$ cat src/rcl_params.svh
// Constants for the reset cause logic: offsets, bit positions, reset values and timing.
`ifndef RCL_PARAMS_SVH
`define RCL_PARAMS_SVH
`define RCL_ADDR_STATUS 4'h0
`define RCL_ADDR_CTRL 4'h4
`define RCL_ADDR_SHADOW 4'h8
`define RCL_BIT_POR 0
`define RCL_BIT_BOR 1
`define RCL_BIT_IDLE 2
`define RCL_BIT_SLEEP 3
`define RCL_BIT_WDT 4
`define RCL_BIT_SOFT 6
`define RCL_BIT_PIN 7
`define RCL_BIT_CM 9
`define RCL_BIT_ILL 14
`define RCL_BIT_TRAP 15
`define RCL_STATUS_MASK 16'hC2DF
`define RCL_STATUS_RST 16'h0003
`define RCL_ILLEGAL_UPPER 8'h3F
`define RCL_TRAP_LVL_LO 4'hD
`define RCL_TRAP_LVL_HI 4'hF
`define RCL_PIN_MIN_NS 200
`define RCL_CLK_NS 40
`define RCL_PIN_CYC ((`RCL_PIN_MIN_NS + `RCL_CLK_NS - 1) / `RCL_CLK_NS)
`define RCL_NUM_WREG 15
`endif

$ cat src/rcl_pkg.sv
// Types shared by the reset cause logic files.
package rcl_pkg;
  typedef struct packed {
    logic sw_reset;
    logic wdt_timeout;
    logic in_sleep;
    logic in_idle;
    logic power_save_sleep;
    logic power_save_idle;
    logic watchdog_clear;
    logic illegal_fetch;
    logic [7:0] fetch_upper;
  } rcl_cpu_s;
  typedef struct packed {
    logic trap_valid;
    logic [3:0] trap_level;
    logic trap_active;
    logic [3:0] active_level;
    logic flow_change;
    logic vector_change;
    logic restricted_target;
  } rcl_flow_s;
  typedef struct packed {
    logic wr_en;
    logic [3:0] wr_idx;
    logic ptr_use;
    logic [3:0] ptr_idx;
  } rcl_wreg_s;
  typedef enum logic [2:0] {
    RCL_IDLE = 3'b001,
    RCL_CYCLE = 3'b010,
    RCL_WAIT = 3'b100
  } rcl_bus_e;
endpackage : rcl_pkg

$ cat src/rcl_pin_filter.sv
// Glitch filter for the active-low master reset pin.
`timescale 1ns/1ps
`include "rcl_params.svh"
module rcl_pin_filter (
  input wire logic clk_sys,
  input wire logic rst,
  input wire logic master_reset_pin_n,
  output logic pin_reset
);
  logic [1:0] sync_r;
  logic [7:0] cnt_r;
  // ************************************************************
  // Synchroniser and low-pulse qualification.
  // ************************************************************
  always_ff @(posedge clk_sys or posedge rst) begin
    if (rst) begin
      sync_r <= 2'h3;
    end else begin
      sync_r <= {sync_r[0], master_reset_pin_n};
    end
  end
  // Short low pulses never reach the count, so glitches are dropped.
  always_ff @(posedge clk_sys or posedge rst) begin
    if (rst) begin
      cnt_r <= 8'h00;
      pin_reset <= 1'b0;
    end else if (sync_r[1]) begin
      cnt_r <= 8'h00;
      pin_reset <= 1'b0;
    end else if (cnt_r >= 8'(`RCL_PIN_CYC)) begin
      pin_reset <= 1'b1;
    end else begin
      cnt_r <= cnt_r + 8'h01;
    end
  end
endmodule : rcl_pin_filter

$ cat src/rcl_reset_cause.sv
// Reset cause logic: source detection, system reset and the cause status register.
//
// The address map and register access over Avalon-MM were chosen for this implementation.
`timescale 1ns/1ps
`include "rcl_params.svh"
module rcl_reset_cause (
  input wire logic clk_sys,
  input wire logic rst,
  input wire logic power_on_reset,
  input wire logic brown_out_reset,
  input wire logic master_reset_pin_n,
  input wire logic watchdog_timeout_async,
  input wire rcl_pkg::rcl_cpu_s cpu_evt,
  input wire rcl_pkg::rcl_flow_s flow_evt,
  input wire rcl_pkg::rcl_wreg_s wreg_evt,
  input wire logic [15:0] pps_live,
  input wire logic [3:0] avs_address,
  input wire logic avs_read,
  input wire logic avs_write,
  input wire logic [31:0] avs_writedata,
  input wire logic [3:0] avs_byteenable,
  output logic [31:0] avs_readdata,
  output logic avs_waitrequest,
  output logic [1:0] avs_response,
  output logic system_reset,
  output logic wake_request,
  output logic clock_reinit,
  output logic [14:0] wreg_init_flags
);
  logic pin_reset;
  logic [1:0] wdt_sync_r;
  logic [15:0] status_r;
  logic [15:0] status_nxt;
  logic [15:0] shadow_r;
  logic cm_enable_r;
  logic sw_reset_r;
  logic event_reset_r;
  logic [15:0] evt_set;
  logic trap_conflict;
  logic illegal_op;
  logic uninit_use;
  logic security_viol;
  logic cm_mismatch;
  logic wdt_run;
  logic any_reset;
  logic [14:0] wreg_valid_r;
  rcl_pkg::rcl_bus_e bus_state_r;
  logic bus_hit;
  logic [31:0] rdata_nxt;

  // ************************************************************
  // Helpers.
  // ************************************************************
  function automatic logic is_hard_trap(input logic [3:0] lvl);
    is_hard_trap = (lvl >= `RCL_TRAP_LVL_LO) && (lvl <= `RCL_TRAP_LVL_HI);
  endfunction : is_hard_trap

  function automatic logic [15:0] merge_be(input logic [15:0] old_v, input logic [31:0] wd,
                                           input logic [3:0] be);
    merge_be = old_v;
    if (be[0]) begin
      merge_be[7:0] = wd[7:0];
    end
    if (be[1]) begin
      merge_be[15:8] = wd[15:8];
    end
  endfunction : merge_be

  // ************************************************************
  // Reset sources.
  // ************************************************************
  rcl_pin_filter u_pin_filter (
    .clk_sys(clk_sys),
    .rst(rst),
    .master_reset_pin_n(master_reset_pin_n),
    .pin_reset(pin_reset)
  );

  always_ff @(posedge clk_sys or posedge rst) begin
    if (rst) begin
      wdt_sync_r <= 2'h0;
    end else begin
      wdt_sync_r <= {wdt_sync_r[0], watchdog_timeout_async};
    end
  end

  assign wdt_run = wdt_sync_r[1] && !cpu_evt.in_sleep && !cpu_evt.in_idle;
  assign wake_request = wdt_sync_r[1] && (cpu_evt.in_sleep || cpu_evt.in_idle);

  // A lower-priority hard trap arriving during a higher one is a conflict.
  assign trap_conflict = flow_evt.trap_valid && flow_evt.trap_active &&
                         is_hard_trap(flow_evt.trap_level) &&
                         (flow_evt.trap_level < flow_evt.active_level);
  assign illegal_op = cpu_evt.illegal_fetch ||
                      (cpu_evt.fetch_upper == `RCL_ILLEGAL_UPPER);
  assign security_viol = (flow_evt.flow_change || flow_evt.vector_change) &&
                         flow_evt.restricted_target;
  // The stack pointer is never cleared, so index 15 always counts as written.
  assign uninit_use = wreg_evt.ptr_use && (wreg_evt.ptr_idx != 4'hF) &&
                      !wreg_valid_r[wreg_evt.ptr_idx];
  assign cm_mismatch = cm_enable_r && (pps_live != shadow_r);

  always_comb begin
    evt_set = 16'h0000;
    evt_set[`RCL_BIT_PIN] = pin_reset;
    evt_set[`RCL_BIT_SOFT] = cpu_evt.sw_reset;
    evt_set[`RCL_BIT_WDT] = wdt_run;
    evt_set[`RCL_BIT_TRAP] = trap_conflict;
    evt_set[`RCL_BIT_CM] = cm_mismatch;
    evt_set[`RCL_BIT_ILL] = illegal_op || uninit_use || security_viol;
    evt_set[`RCL_BIT_SLEEP] = cpu_evt.power_save_sleep;
    evt_set[`RCL_BIT_IDLE] = cpu_evt.power_save_idle;
  end

  // ************************************************************
  // System reset generation.
  // ************************************************************
  // The software reset follows cpu_evt.sw_reset one cycle later, lasts as long as it is held, and never touches the clock source.
  always_ff @(posedge clk_sys or posedge rst) begin
    if (rst) begin
      sw_reset_r <= 1'b0;
    end else begin
      sw_reset_r <= cpu_evt.sw_reset;
    end
  end

  always_ff @(posedge clk_sys or posedge rst) begin
    if (rst) begin
      event_reset_r <= 1'b0;
    end else begin
      event_reset_r <= trap_conflict || cm_mismatch || illegal_op || uninit_use ||
                       security_viol;
    end
  end

  // The watchdog path bypasses the event register so its reset asserts at once.
  assign any_reset = pin_reset || sw_reset_r || event_reset_r || wdt_run ||
                     power_on_reset || brown_out_reset;
  assign system_reset = any_reset;
  assign clock_reinit = power_on_reset || brown_out_reset;

  // ************************************************************
  // Working register initialization tracking.
  // ************************************************************
  genvar gi;
  generate
    for (gi = 0; gi < `RCL_NUM_WREG; gi = gi + 1) begin : g_wreg
      always_ff @(posedge clk_sys or posedge rst) begin
        if (rst) begin
          wreg_valid_r[gi] <= 1'b0;
        end else if (any_reset) begin
          wreg_valid_r[gi] <= 1'b0;
        end else if (wreg_evt.wr_en && (wreg_evt.wr_idx == 4'(gi))) begin
          wreg_valid_r[gi] <= 1'b1;
        end
      end
    end
  endgenerate
  assign wreg_init_flags = wreg_valid_r;

  // ************************************************************
  // Cause status register.
  // ************************************************************
  always_comb begin
    status_nxt = status_r;
    if (bus_hit && avs_write && (avs_address == `RCL_ADDR_STATUS)) begin
      status_nxt = merge_be(status_r, avs_writedata, avs_byteenable);
    end
    if (cpu_evt.power_save_sleep || cpu_evt.power_save_idle || cpu_evt.watchdog_clear) begin
      status_nxt[`RCL_BIT_WDT] = 1'b0;
    end
    // Besides software writes and the WDT clear above, only power resets clear flags; other causes accumulate.
    if (brown_out_reset) begin
      status_nxt = status_nxt & 16'h0080;
      status_nxt[`RCL_BIT_BOR] = 1'b1;
    end
    if (power_on_reset) begin
      status_nxt = 16'h0000;
      status_nxt[`RCL_BIT_POR] = 1'b1;
      status_nxt[`RCL_BIT_BOR] = 1'b1;
    end
    // A hardware event in the clearing cycle wins over a software clear.
    status_nxt = (status_nxt | evt_set) & `RCL_STATUS_MASK;
  end

  always_ff @(posedge clk_sys or posedge rst) begin
    if (rst) begin
      status_r <= `RCL_STATUS_RST;
    end else begin
      status_r <= status_nxt;
    end
  end

  // Shadow copy is loaded by software; while armed, any drift of the live value resets.
  always_ff @(posedge clk_sys or posedge rst) begin
    if (rst) begin
      shadow_r <= 16'h0000;
      cm_enable_r <= 1'b0;
    end else if (bus_hit && avs_write) begin
      if (avs_address == `RCL_ADDR_SHADOW) begin
        shadow_r <= merge_be(shadow_r, avs_writedata, avs_byteenable);
      end
      if ((avs_address == `RCL_ADDR_CTRL) && avs_byteenable[0]) begin
        cm_enable_r <= avs_writedata[0];
      end
    end
  end

  // ************************************************************
  // Avalon-MM slave: one wait cycle from idle, then the answer; a request in the cycle after an answer waits two.
  // ************************************************************
  assign bus_hit = (bus_state_r == rcl_pkg::RCL_CYCLE);
  assign avs_waitrequest = (avs_read || avs_write) && !bus_hit;

  always_ff @(posedge clk_sys or posedge rst) begin
    if (rst) begin
      bus_state_r <= rcl_pkg::RCL_IDLE;
    end else begin
      case (bus_state_r)
        rcl_pkg::RCL_IDLE: begin
          if (avs_read || avs_write) begin
            bus_state_r <= rcl_pkg::RCL_CYCLE;
          end
        end
        rcl_pkg::RCL_CYCLE: begin
          bus_state_r <= rcl_pkg::RCL_WAIT;
        end
        rcl_pkg::RCL_WAIT: begin
          bus_state_r <= rcl_pkg::RCL_IDLE;
        end
        default: begin
          bus_state_r <= rcl_pkg::RCL_IDLE;
        end
      endcase
    end
  end

  always_comb begin
    rdata_nxt = 32'h00000000;
    case (avs_address)
      `RCL_ADDR_STATUS: rdata_nxt = {16'h0000, status_r};
      `RCL_ADDR_CTRL: rdata_nxt = {31'h00000000, cm_enable_r};
      `RCL_ADDR_SHADOW: rdata_nxt = {16'h0000, shadow_r};
      default: rdata_nxt = 32'h00000000;
    endcase
  end

  // Read data is registered, so the decode is a cycle ahead of the accept edge.
  always_ff @(posedge clk_sys or posedge rst) begin
    if (rst) begin
      avs_readdata <= 32'h00000000;
      avs_response <= 2'h0;
    end else if (bus_state_r == rcl_pkg::RCL_IDLE && (avs_read || avs_write)) begin
      avs_readdata <= rdata_nxt;
      avs_response <= ((avs_address == `RCL_ADDR_STATUS) || (avs_address == `RCL_ADDR_CTRL) ||
                       (avs_address == `RCL_ADDR_SHADOW)) ? 2'h0 : 2'h2;
    end
  end
endmodule : rcl_reset_cause

$ cat config.mk
export PLATFORM = sky130hd
export DESIGN_NAME = rcl_reset_cause
export DESIGN_NICKNAME = d
export VERILOG_FILES = /design/src/rcl_pkg.sv /design/src/rcl_pin_filter.sv /design/src/rcl_reset_cause.sv
export VERILOG_INCLUDE_DIRS = /design/src
export SDC_FILE = /design/constraint.sdc
export NUM_CORES = 1
export LEC_CHECK = 0
export ABC_CLOCK_PERIOD_IN_PS = 6500
export BUFFER_PORTS_ARGS = -buffer_cell sky130_fd_sc_hd__buf_2
export CAP_MARGIN = 20
export CELL_PAD_IN_SITES_DETAIL_PLACEMENT = 1
export CELL_PAD_IN_SITES_GLOBAL_PLACEMENT = 1
export CORE_MARGIN = 2
export CORE_UTILIZATION = 39
export DETAILED_ROUTE_END_ITERATION = 10
export PLACE_DENSITY = 0.85
export REMOVE_ABC_BUFFERS = 1
export SETUP_SLACK_MARGIN = 0.2
export SYNTH_ARGS = -nofsm -noshare
export SYNTH_HDL_FRONTEND = slang
export SYNTH_SLANG_ARGS = --single-unit
export TNS_END_PERCENT = 100
$ cat constraint.sdc
create_clock -name clk_sys -period 6.5 [get_ports clk_sys]
set_input_delay 0.975 -clock clk_sys [delete_from_list [all_inputs] [get_ports clk_sys]]
set_output_delay 0.975 -clock clk_sys [all_outputs]
set_load 0.02 [all_outputs]
== After elaboration in Yosys (flattened, before gate mapping) ==
Index checks and enable logic that the tools add are counted.

* Register bits after elaboration: 94
* Memory bits (read-only): 0
* Bits in writable memories: 0
* Bits of input ports: 103
* Logic and storage cells: 180
* Memories: 0
* Output and inout bits: 53
* Latch bits: 0

* Magnitude comparators: 5
* Divide/modulo/power cells: 0
* Bitwise gates (word level): 1
* Multipliers: 0
* $add $sub $neg: 1
* Eq/ne operators: 23
* Shift operators: 0
* Reduce and logical (&&, ||, !) cells: 76
* Multiplexer cells: 46

{| class="wikitable"
|+ Operators by type and width
! cell !! number
|-
| $mux W16 || 3
|-
| $pmux W16 S3 || 1
|-
| $mux W1 || 34
|-
| $eq A4 B4 Y1 const B || 8
|-
| $mux W8 || 4
|-
| $reduce_bool A2 Y1 || 16
|-
| $logic_and A1 B1 Y1 || 31
|-
| $eq A4 B3 Y1 const B || 5
|-
| $logic_or A1 B1 Y1 || 20
|-
| $ne A16 B16 Y1 || 1
|-
| $or A16 B16 Y16 || 1
|-
| $add A8 B1 Y8 const B || 1
|-
| $eq A4 B2 Y1 const B || 2
|-
| $eq A8 B6 Y1 const B || 1
|-
| $ge A8 B3 Y1 const B || 1
|-
| $logic_not A4 Y1 || 2
|-
| $pmux W3 S2 || 1
|-
| $reduce_and A3 Y1 || 2
|-
| $lt A4 B5 Y1 const B || 1
|-
| $bmux W1 S4 || 1
|-
| $eq A4 B1 Y1 const B || 1
|-
| $ge A4 B4 Y1 const B || 1
|-
| $le A4 B4 Y1 const B || 1
|-
| $logic_not A1 Y1 || 4
|-
| 9 further kinds || 9
|}

== Logic depth before layout (Yosys ltp) ==
Gate-level depths: netlist (run 1).

* Depth in word-level cells: 8
* Mapped depth: 7
* Mapped depth without buffers: 7

== Modules after synthesis ==
From an unflattened synthesis (run 1), not the netlist that was laid out.

* Cells, all modules: 347
* Area, all modules: 3,756.1 µm²

{| class="wikitable"
|+ By module, submodules not included
! module !! seq. area each (µm²) !! instances !! area an instance (µm²) !! cells an instance
|-
| rcl_reset_cause || 1,655.3 || 1 || 3,248.1 || 306
|-
| rcl_pin_filter || 277.8 || 1 || 508.0 || 41
|}

== Worst setup path after synthesis (run 1) ==
Ideal clock, no wire load.

* Path type: input to output
* Start: in brown_out_reset
* End: out system_reset
* Buffers on the path: 2
* Data required time: 5.525 ns
* Data arrival time: 1.992 ns
* Cell stages on the path: 5
* Setup slack: 3.533 ns
* Path through: or2_2 > buf_2 > nor3_1 > nand3_1 > buf_2

* Cells in the longest elaborated chain, start to end: 1

{| class="wikitable"
|+ RTL lines
! element !! line !! text
|-
| from (decl) || rcl_reset_cause.sv:10 || <nowiki>input wire logic brown_out_reset,</nowiki>
|-
| $logic_or A1 B1 Y1 || rcl_reset_cause.sv:138 || <nowiki>power_on_reset || brown_out_reset;</nowiki>
|-
| to (decl) || rcl_reset_cause.sv:25 || <nowiki>output logic system_reset,</nowiki>
|}

Every way passes these cells.

== Final worst setup path (run 1) ==
Same ends and word-level chain as after synthesis.

==> reports/metrics.cfg, run 1 <==
[timing]
relSlewSlack_pct = 35.1
max_freq_mhz = 287
min_period_over_period_pct = 53.5
skew_ns = 0.0168
hold_viol = 0
setup_tns_ns = 0
slew_viol_final = 0
period_minus_slack_ns = 3.48
fin_hold_ws_ns = 0.357
finalSetupViolations = 0
tightest_slew_ns = 0.973
rsz0062_at_grt = no

[drt]
route.detailed.drc = 0
vias = 2997
vias_per_cell = 5.27
drt_pass1_iterations = 4
wl_um = 10100
drtIter0Drc = 54
wl_per_cell_um = 17.7
ant_nets = 0

[die]
die-area_um2 = 10200
row_count = 35
io_pins = 156
fp.dieH_um = 101
core_area_um2 = 9200
start_util_pct = 39.9
die_x_um = 101

[cts]
cts_sinks = 77
clockBufferDepth = 2
clk_pin_slew_worst_paths_ns = 0.08
clk_latency_ns = 0.35
cts-root-buf = clkbuf_8
cts_tree = built
postCtsSetupBuffers = 0
cts_made_buffers = 9
h-tree-depth = 3
cts_hold_buf = 0
cts_resized = 0

[placement]
place_hpwl_um = 7460
portBuffers = 119
dp_cells = 552
gp_congestion = 0.830

[worst_setup_path]
worst_setup_path_end_kind = output pin
cp-start-kind = input pin
reg2reg_depth = 5
critPathKind = input pin to output pin
reg2reg_slack_ns = 4.43
rr_endpoint = avs_readdata[15]
r2r_start = bus_state_r[1]
required_ns = 5.52
cp_data_arrival_time_ns = 2.50
path_max_fanout = 16

[cells_and_area]
fin_nets = 561
utilization_pct = 49.2
final_cells = 569
area.growth.synth_to_final_pct = 23.4
drive_gt1_share_pct = 37.9

[global_routing]
grt_pass1_vias = 3229
grt_usage_pct = 20.5
antenna_found_initial = 1
grt_first_pass_wirelength_um = 16000
gr-total-overflow = 0
grt_start_max_net_pins = 78

[min_path]
min_path_cells = 0
min_to = wdt_sync_r[1]
hold_path_class = register to register
hp-start = wdt_sync_r[0]

[pwr]
vdd_drop_max_mv = 0.105
power_leakage_nw = 2.31
power.total_mw = 1.13
p_per_area_nw_per_um2 = 250

[outcome]
status = finished, final reports clean

[logic_synthesis]
asyncSetResetFlopFracSynth_pct = 100
ys_seq_area_share_pct = 52.7
synth_top_area_share_pct = 49.1
synth-seq-cells = 77
synth_warnings = 0
ys.flop_type = dfrtp_1
synth-edff-count = 0
syn_area_um2 = 3670
synth_cells = 330
syn_area_per_cell_um2 = 11.1
yosys-top-cells-area = dfrtp_1 49%, mux2_2 5.2%, xnor2_1 4.1%
ys_types = 45
yosys.area.top_type = dfrtp_1

[flow_run]
max_cap_violations = 0

## critical path, cell delays in order
cell     delay, ns
buf_2         0.10
or2_2         0.39
nor3_1        0.20
nand3_1       0.48
buf_2         0.35
## power breakdown
| group | switching [mW] | internal (mW) |
|---|---|---|
| registers | 0.0307 | 0.520 |
| logic | 0.121 | 0.0783 |
| clock network | 0.196 | 0.184 |
## kinds of logic (layout without fill, tap and decap cells)
kind of cell / Yosys count / in the layout / synth area share (%)
XOR/XNOR: 18 / 18 / 4.30
buffers and inverters: 37 / 148 / 5.73
AO/OA/AOI/OAI: 63 / 63 / 11.3
flip-flops: 77 / 77 / 52.7
adder cells (fa/ha/maj): 6 / 6 / 2.05
other: 1 / 18 / 0.102
AND/OR/NAND/NOR: 95 / 95 / 13.6
multiplexers: 33 / 33 / 10.3
## flip-flops by register name, summed over array words and instances (netlist names), 2 cells and up
name                 cells
wdt_sync_r               2
shadow_r                16
status_r                10
u_pin_filter.cnt_r       8
wreg_init_flags         15
bus_state_r              3
u_pin_filter.sync_r      2
avs_readdata            16
## how the worst max path moves through the flow
stage	startpoint	endpoint	slack, ns	cells past startpoint
3_3_place_gp	brown_out_reset	system_reset	3.06	5
5_1_grt	power_on_reset	system_reset	2.88	5
6_report	brown_out_reset	system_reset	3.02	5
4_1_cts	brown_out_reset	system_reset	3.00	5
2_1_floorplan	brown_out_reset	system_reset	3.56	3
3_5_place_dp	brown_out_reset	system_reset	3.00	5
## layout by cell type, fill, tap and decap left out, types with 2 or more instances in the layout
cell type	n
buf_2	119
dfrtp_1	72
nor2_1	30
mux2_2	17
nand2_1	17
xnor2_1	17
conb_1	17
a21oi_1	16
o21ai_0	16
mux2i_1	14
inv_1	9
nor2b_1	9
a22oi_1	9
clkbuf_8	9
nand4_1	8
nand3_1	7
a22o_1	6
ha_1	6
dfstp_2	5
o21bai_1	4
nand3b_1	4
a31oi_1	4
and3_1	3
nand2_2	3
nor3_1	3
inv_6	3
buf_4	3
o41ai_1	2
mux4_2	2
or4_1	2
## metal layers
metal / routed length [um] / GRT usage (%) / vias to the layer above
li1: - / - / 1384
met1: 4010 / 23.2 / 1482
met2: 5210 / 36.6 / 111
met3: 666 / 5.27 / 18
met4: 155 / 8.21 / 2
met5: 13 / 0 / -
## synth_stat cells, drive strengths merged (4+ instances only)
cell type and count:
o21ai 16, nand3 7, o21bai 4, nand4 8, nor2 30, mux2 17, a21oi 16, ha 6
dfrtp 72, a22o 6, a22oi 9, inv 10, buf 23, clkbuf 4, nor2b 9, mux2i 14
dfstp 5, nand2 20, xnor2 17, a31oi 4, nand3b 4
## layout make-up
class                   count  area, um^2
diodes                      1        2.50
clock buffers               9         124
clock inverters             7        80.1
fillers                  1075        4670
inverters                  10        37.5
multi-input cells         232        1590
flip-flops and latches     77        1930
well taps                 111         139
repair buffers            122         618
## metrics by stage
stage	instance area [um^2]	setup slack, ns
final	4530	3.02
after global routing	4520	2.88
after CTS	4520	3.00
after detailed placement	4320	3.00
after global placement	4320	3.06
after floorplan	3560	3.56
Power figures use the tool's default switching activity.
==> inputs of run 2 (changes only) <==
- ABC_CLOCK_PERIOD_IN_PS: 6500 -> 3620
- CORE_UTILIZATION: 39 -> 36
- PLACE_DENSITY: 0.85 -> 0.79
- clock period: 6.5 -> 3.62 ns (I/O delays scaled with it)
==> run 2 against run 1 <==
Critical path depth rose by 1. Power rose by 75%. Combinational power rose by 77%. Highest routed layer is now met4.
==> reports/metrics.cfg, run 2 (synthesized netlist as in run 1, its figures left out) <==
[outcome]
status = finished, final reports clean

[cts]
clk_latency_ns = 0.34  ; about the same
cts_made_buffers = 9  ; unchanged
cts_tree = built
cts_sinks = 77  ; unchanged
cts-root-buf = clkbuf_8
postCtsSetupBuffers = 0  ; unchanged
cts_resized = 0  ; unchanged
clk_pin_slew_worst_paths_ns = 0.08  ; about the same
cts_hold_buf = 0  ; unchanged
clockBufferDepth = 2  ; unchanged
h-tree-depth = 3  ; unchanged

[drt]
route.detailed.drc = 0  ; unchanged
wl_per_cell_um = 16.3  ; -7.9%
drtIter0Drc = 72  ; +33%
ant_nets = 0  ; unchanged
wl_um = 9650  ; -4.1%
vias_per_cell = 4.86  ; -7.7%
drt_pass1_iterations = 4  ; unchanged
vias = 2877  ; -4.0%

[timing]
slew_viol_final = 0  ; unchanged
fin_hold_ws_ns = 0.265  ; -0.0920 ns
setup_slack_ns = 1.37  ; -1.65 ns
min_period_over_period_pct = 62.1
period_minus_slack_ns = 2.25
max_freq_mhz = 445
setup_tns_ns = 0  ; unchanged
hold_viol = 0  ; unchanged
relSlewSlack_pct = 53.2  ; +18 points
tightest_slew_ns = 0.701  ; -0.273 ns
rsz0062_at_grt = no
finalSetupViolations = 0  ; unchanged
skew_ns = 0.0134  ; -0.00340 ns

[worst_setup_path]
critPathKind = input pin to output pin
cp-start-kind = input pin
crit_chain = buf_2 -> or2_2 -> nor3_1 -> nand3_1 -> buf_4 -> buf_2
slowest_delay_ns = 0.40  ; -0.08 ns
required_ns = 3.08  ; -2.44 ns
worst_setup_path_end_kind = output pin
cp_slowest_cell = or2_2
critPathMostFrequentCell = buf_2
path_max_fanout = 16  ; unchanged
cp_data_arrival_time_ns = 1.71  ; -0.79 ns

[global_routing]
grt.busiest_layer = met2
met3_usage_pct = 6.24  ; +0.97 points
met1_usage_pct = 22.4  ; -0.83 points
gr-total-overflow = 0  ; unchanged
grt_pass1_vias = 3174  ; -1.7%
antenna_found_initial = 1  ; unchanged
grt_usage_pct = 18.6  ; -1.8 points
grt_start_max_net_pins = 78  ; unchanged
grt_first_pass_wirelength_um = 16100  ; +0.52%
grt.met2_usage_pct = 32.0  ; -4.6 points

[cells_and_area]
final_area_um2 = 4560  ; +0.75%
drive_gt1_share_pct = 37.6  ; -0.30 points
multi_input_area_um2 = 1590  ; unchanged
area.growth.synth_to_final_pct = 24.3
final_common_cell = buf_2
seq_area_um2 = 1930  ; unchanged
fin_nets = 562  ; +0.18%
utilization_pct = 46.4  ; -2.8 points
fillers = 1148  ; +6.8%
most-common-layout-cells = 119 x buf_2, 72 x dfrtp_1, 30 x nor2_1
final_cells = 592  ; +4.0%

[pwr]
power.total_mw = 1.98  ; +75%
power_leakage_nw = 2.31  ; -0.17%
vdd_drop_max_mv = 0.225  ; +110%
p_per_area_nw_per_um2 = 435  ; +74%

[die]
die_x_um = 105  ; +3.9%
io_pins = 156  ; unchanged
core_area_um2 = 9820  ; +6.8%
row_count = 36  ; +2.9%
fp.dieH_um = 105  ; +3.9%
start_util_pct = 37.4  ; -2.5 points
die-area_um2 = 11000  ; +8.0%

[placement]
portBuffers = 119  ; unchanged
gp_congestion = 0.841  ; +1.3%
dp_cells = 575  ; +4.2%
place_hpwl_um = 7300  ; -2.1%
place_ws_ns = 1.20  ; -1.80 ns
placed_cell_area_um2 = 4370  ; +1.1%

[flow_run]
max_cap_violations = 0  ; unchanged

[min_path]
hold_path_class = input pin to async pin

## run 2: changes by cell type in the layout (fill, tap and decap cells not counted), sizes merged
cell and change:
buf +1, inv -3, clkinvlp +1, clkbuf +2
## run 2: worst max-delay path: cells and delay by family
kind | cells | cell delay (ns)
AND/OR/NAND/NOR | 3 | 0.68
buffers and inverters | 3 | 0.48
## run 2: final cells by class
cell class,instances,share of cell area (%)
diodes,1,0.0549
repair buffers,123,14.0
well taps,133,3.65
clock buffers,11,2.88
clock inverters,5,1.29
multi-input cells,232,34.9
inverters,10,0.823
flip-flops and latches,77,42.4
## run 2: path summary, 6_finish.rpt
check,startpoint,to,slack (ns),depth (start not counted)
setup / recovery,brown_out_reset,system_reset,1.37,6
hold / removal,rst,wdt_sync_r[0],0.27,3
setup reg to reg,bus_state_r[2],avs_readdata[9],1.52,5
hold reg to reg,wdt_sync_r[0],wdt_sync_r[1],0.36,0
max in group asynchronous,rst,status_r[0],2.98,3
min in group clk_sys,master_reset_pin_n,u_pin_filter.sync_r[0],0.29,1
## run 2: power by group
group / internal (mW) / total (mW) / switching [mW]
Combinational: 0.141 / 0.353 / 0.212
Sequential: 0.934 / 0.990 / 0.0556
Clock: 0.321 / 0.639 / 0.319
## run 2: per-layer routing
metal / routed length [um] / share of wire, %
met1: 4050 / 42
met2: 4810 / 50
met3: 675 / 7.0
met4: 109 / 1.1
met5: 0 / 0
==> inputs of run 3 (changes only) <==
- ABC_CLOCK_PERIOD_IN_PS: 3620 -> 1900
- CORE_UTILIZATION: 36 -> 32
- PLACE_DENSITY: 0.79 -> 0.74
- clock period: 3.62 -> 1.9 ns (I/O delays scaled with it)
==> run 3 against run 2 <==
Global-route usage decreased by 2.2 points. Final area increased by 4.3%. Clock-buffer cell count decreased by 2. First-iteration DRC count rose by 64%. Critical path type is now register to register. Utilization down 4.4 points. Combinational power rose by 110%. Power is 120% higher. Final cell count increased by 2.9%. Highest routed layer unchanged. Clock skew decreased by 0.0022 ns. Non-clock buffer count is 7 higher.
==> reports/metrics.cfg, run 3 (synthesized netlist as in run 1, its figures left out) <==
[outcome]
status = finished, final reports clean

[global_routing]
grt_first_pass_wirelength_um = 16300  ; +1.0%
gr-total-overflow = 0  ; unchanged
grt_start_max_net_pins = 78  ; unchanged
met3_usage_pct = 4.48  ; -1.8 points
antenna_found_initial = 1  ; unchanged
grt.met2_usage_pct = 28.0  ; -4.0 points
grt_pass1_vias = 3236  ; +2.0%
grt.busiest_layer = met2
grt_usage_pct = 16.5  ; -2.2 points
met1_usage_pct = 20.5  ; -1.9 points

[cells_and_area]
final_cells = 609  ; +2.9%
area.growth.synth_to_final_pct = 29.6
final_common_cell = buf_2
fillers = 1309  ; +14%
fin_nets = 569  ; +1.2%
most-common-layout-cells = 119 x buf_2, 71 x dfrtp_1, 30 x nor2_1
drive_gt1_share_pct = 40.0  ; +2.4 points

[worst_setup_path]
r2r_start = u_pin_filter.cnt_r[0]
reg2reg_slack_ns = 0.23  ; -1.29 ns
crit_start = u_pin_filter.cnt_r[0]
critPathKind = register to register
required_ns = 2.12  ; -0.96 ns
crit_path_end = u_pin_filter.cnt_r[2]
rr_endpoint = u_pin_filter.cnt_r[2]
cp-start-kind = register
reg2reg_depth = 7  ; +2
path_max_fanout = 5  ; -11
worst_setup_path_end_kind = register
cp_data_arrival_time_ns = 1.88  ; +0.17 ns

[timing]
fin_hold_ws_ns = 0.0327  ; -0.233 ns
slew_viol_final = 0  ; unchanged
skew_ns = 0.0112  ; -0.00216 ns
tightest_slew_ns = 0.523  ; -0.178 ns
hold_viol = 0  ; unchanged
min_period_over_period_pct = 87.6
setup_slack_ns = 0.235  ; -1.14 ns
rsz0062_at_grt = yes
period_minus_slack_ns = 1.67
finalSetupViolations = 0  ; unchanged
relSlewSlack_pct = 65.0  ; +12 points
max_freq_mhz = 601

[drt]
vias = 2970  ; +3.2%
wl_um = 9820  ; +1.8%
drt_pass1_iterations = 4  ; unchanged
drtIter0Drc = 118  ; +64%
vias_per_cell = 4.88  ; +0.35%
ant_nets = 0  ; unchanged
route.detailed.drc = 0  ; unchanged
wl_per_cell_um = 16.1  ; -1.0%

[pwr]
intPower_mw = 3.01  ; +120%
power_leakage_nw = 2.39  ; +3.6%
clockPowerShare_pct = 38.9  ; +6.7 points
power.net_switching_mw = 1.28  ; +120%
power_frac_comb_pct = 17.1  ; -0.7 points
vdd_drop_max_mv = 0.456  ; +100%
p_per_area_nw_per_um2 = 902  ; +110%
switching_share_pct = 29.9  ; +0.28 points
p_seq_share_pct = 44.0  ; -5.9 points

[placement]
place_hpwl_um = 7510  ; +2.8%
place_ws_ns = 0.123  ; -1.07 ns
gp_congestion = 0.828  ; -1.5%
portBuffers = 119  ; unchanged
dp_cells = 589  ; +2.4%

[cts]
cts_hold_buf = 0  ; unchanged
cts_made_buffers = 9  ; unchanged
h-tree-depth = 3  ; unchanged
clk_latency_ns = 0.34  ; about the same
clockBufferDepth = 2  ; unchanged
cts_sinks = 77  ; unchanged
cts-root-buf = clkbuf_16
cts_tree = built
clk_pin_slew_worst_paths_ns = 0.06  ; -0.02 ns

[flow_run]
max_cap_violations = 0  ; unchanged

[die]
start_util_pct = 32.4  ; -5.0 points
core_area_um2 = 11300  ; +15%
die_x_um = 111  ; +5.8%
die-area_um2 = 12300  ; +12%
row_count = 39  ; +8.3%
fp.dieH_um = 111  ; +5.8%
io_pins = 156  ; unchanged

[min_path]
hold_path_class = input pin to async pin

[run 3: cell types whose count changed in the layout (fill, tap and decap cells not counted), moves of 2 or more]
| cell | before | now |
|---|---|---|
| inv_2 | 1 | 3 |
| buf_4 | 3 | 10 |
| inv_1 | 9 | 7 |
| clkbuf_8 | 9 | 0 |
| inv_6 | 1 | 3 |
| clkbuf_16 | 0 | 9 |
| clkinv_4 | 0 | 2 |
| clkbuf_1 | 2 | 0 |
[run 3: power groups by stage]
stage | sequential [mW] | combinational [mW] | clock (mW)
2_1_floorplan | 1.91 | 0.398 | 0
3_5_place_dp | 1.92 | 0.714 | 0
3_3_place_gp | 1.91 | 0.686 | 0
5_1_grt | 1.91 | 0.815 | 1.79
6_report | 1.89 | 0.732 | 1.67
4_1_cts | 1.89 | 0.727 | 1.70
[run 3: final cells by class]
| cell class | instances | area, um^2 | share of cell area [%] |
|---|---|---|---|
| Clock buffer | 9 | 225 | 4.74 |
| Antenna cell | 1 | 2.50 | 0.0526 |
| Tap cell | 143 | 179 | 3.76 |
| Sequential cell | 77 | 1930 | 40.7 |
| Multi-Input combinational cell | 232 | 1620 | 34.0 |
| Timing Repair Buffer | 130 | 691 | 14.5 |
| Clock inverter | 7 | 67.6 | 1.42 |
| Inverter | 10 | 37.5 | 0.789 |
[run 3: per-stage QoR]
| stage | area (um^2) | utilization [%] | total power, mW | setup TNS [ns] |
|---|---|---|---|---|
| floorplan | 3560 | - | 2.31 | -26.20 |
| global placement | 4410 | 38.9 | 2.59 | 0 |
| detailed placement | 4410 | 38.9 | 2.63 | 0 |
| CTS | 4720 | 41.7 | 4.32 | 0 |
| global route | 4750 | 42.0 | 4.51 | 0 |
| finish | 4750 | 42.0 | 4.29 | 0 |
[run 3: repair_timing]
action,4_1_cts,5_1_grt
pin swaps,1,1
gates resized for setup,1,6
setup buffers,2,1
endpoints found under the setup margin,6,10
[run 3: worst min path at each step]
| stage | to | slack (ns) |
|---|---|---|
| final | wdt_sync_r[0] | 0.03 |
| after global routing | u_pin_filter.sync_r[0] | 0.04 |
| after CTS | wdt_sync_r[0] | 0.05 |
| after detailed placement | u_pin_filter.sync_r[1] | 0.35 |
| after global placement | u_pin_filter.sync_r[1] | 0.35 |
| after floorplan | u_pin_filter.sync_r[0] | 0.29 |
[run 3: critical path, stage by stage, from the launching register on]
cell,delay [ns]
dfrtp_2,0.44
ha_1,0.22
or2b_4,0.26
a211oi_4,0.25
buf_4,0.16
nand2_2,0.05
xor2_1,0.12
nor2_1,0.05
[run 3: layer usage]
layer	wire [um]	share of wire, %
met1	4210	43
met2	4890	50
met3	552	5.6
met4	170	1.7
met5	0	0
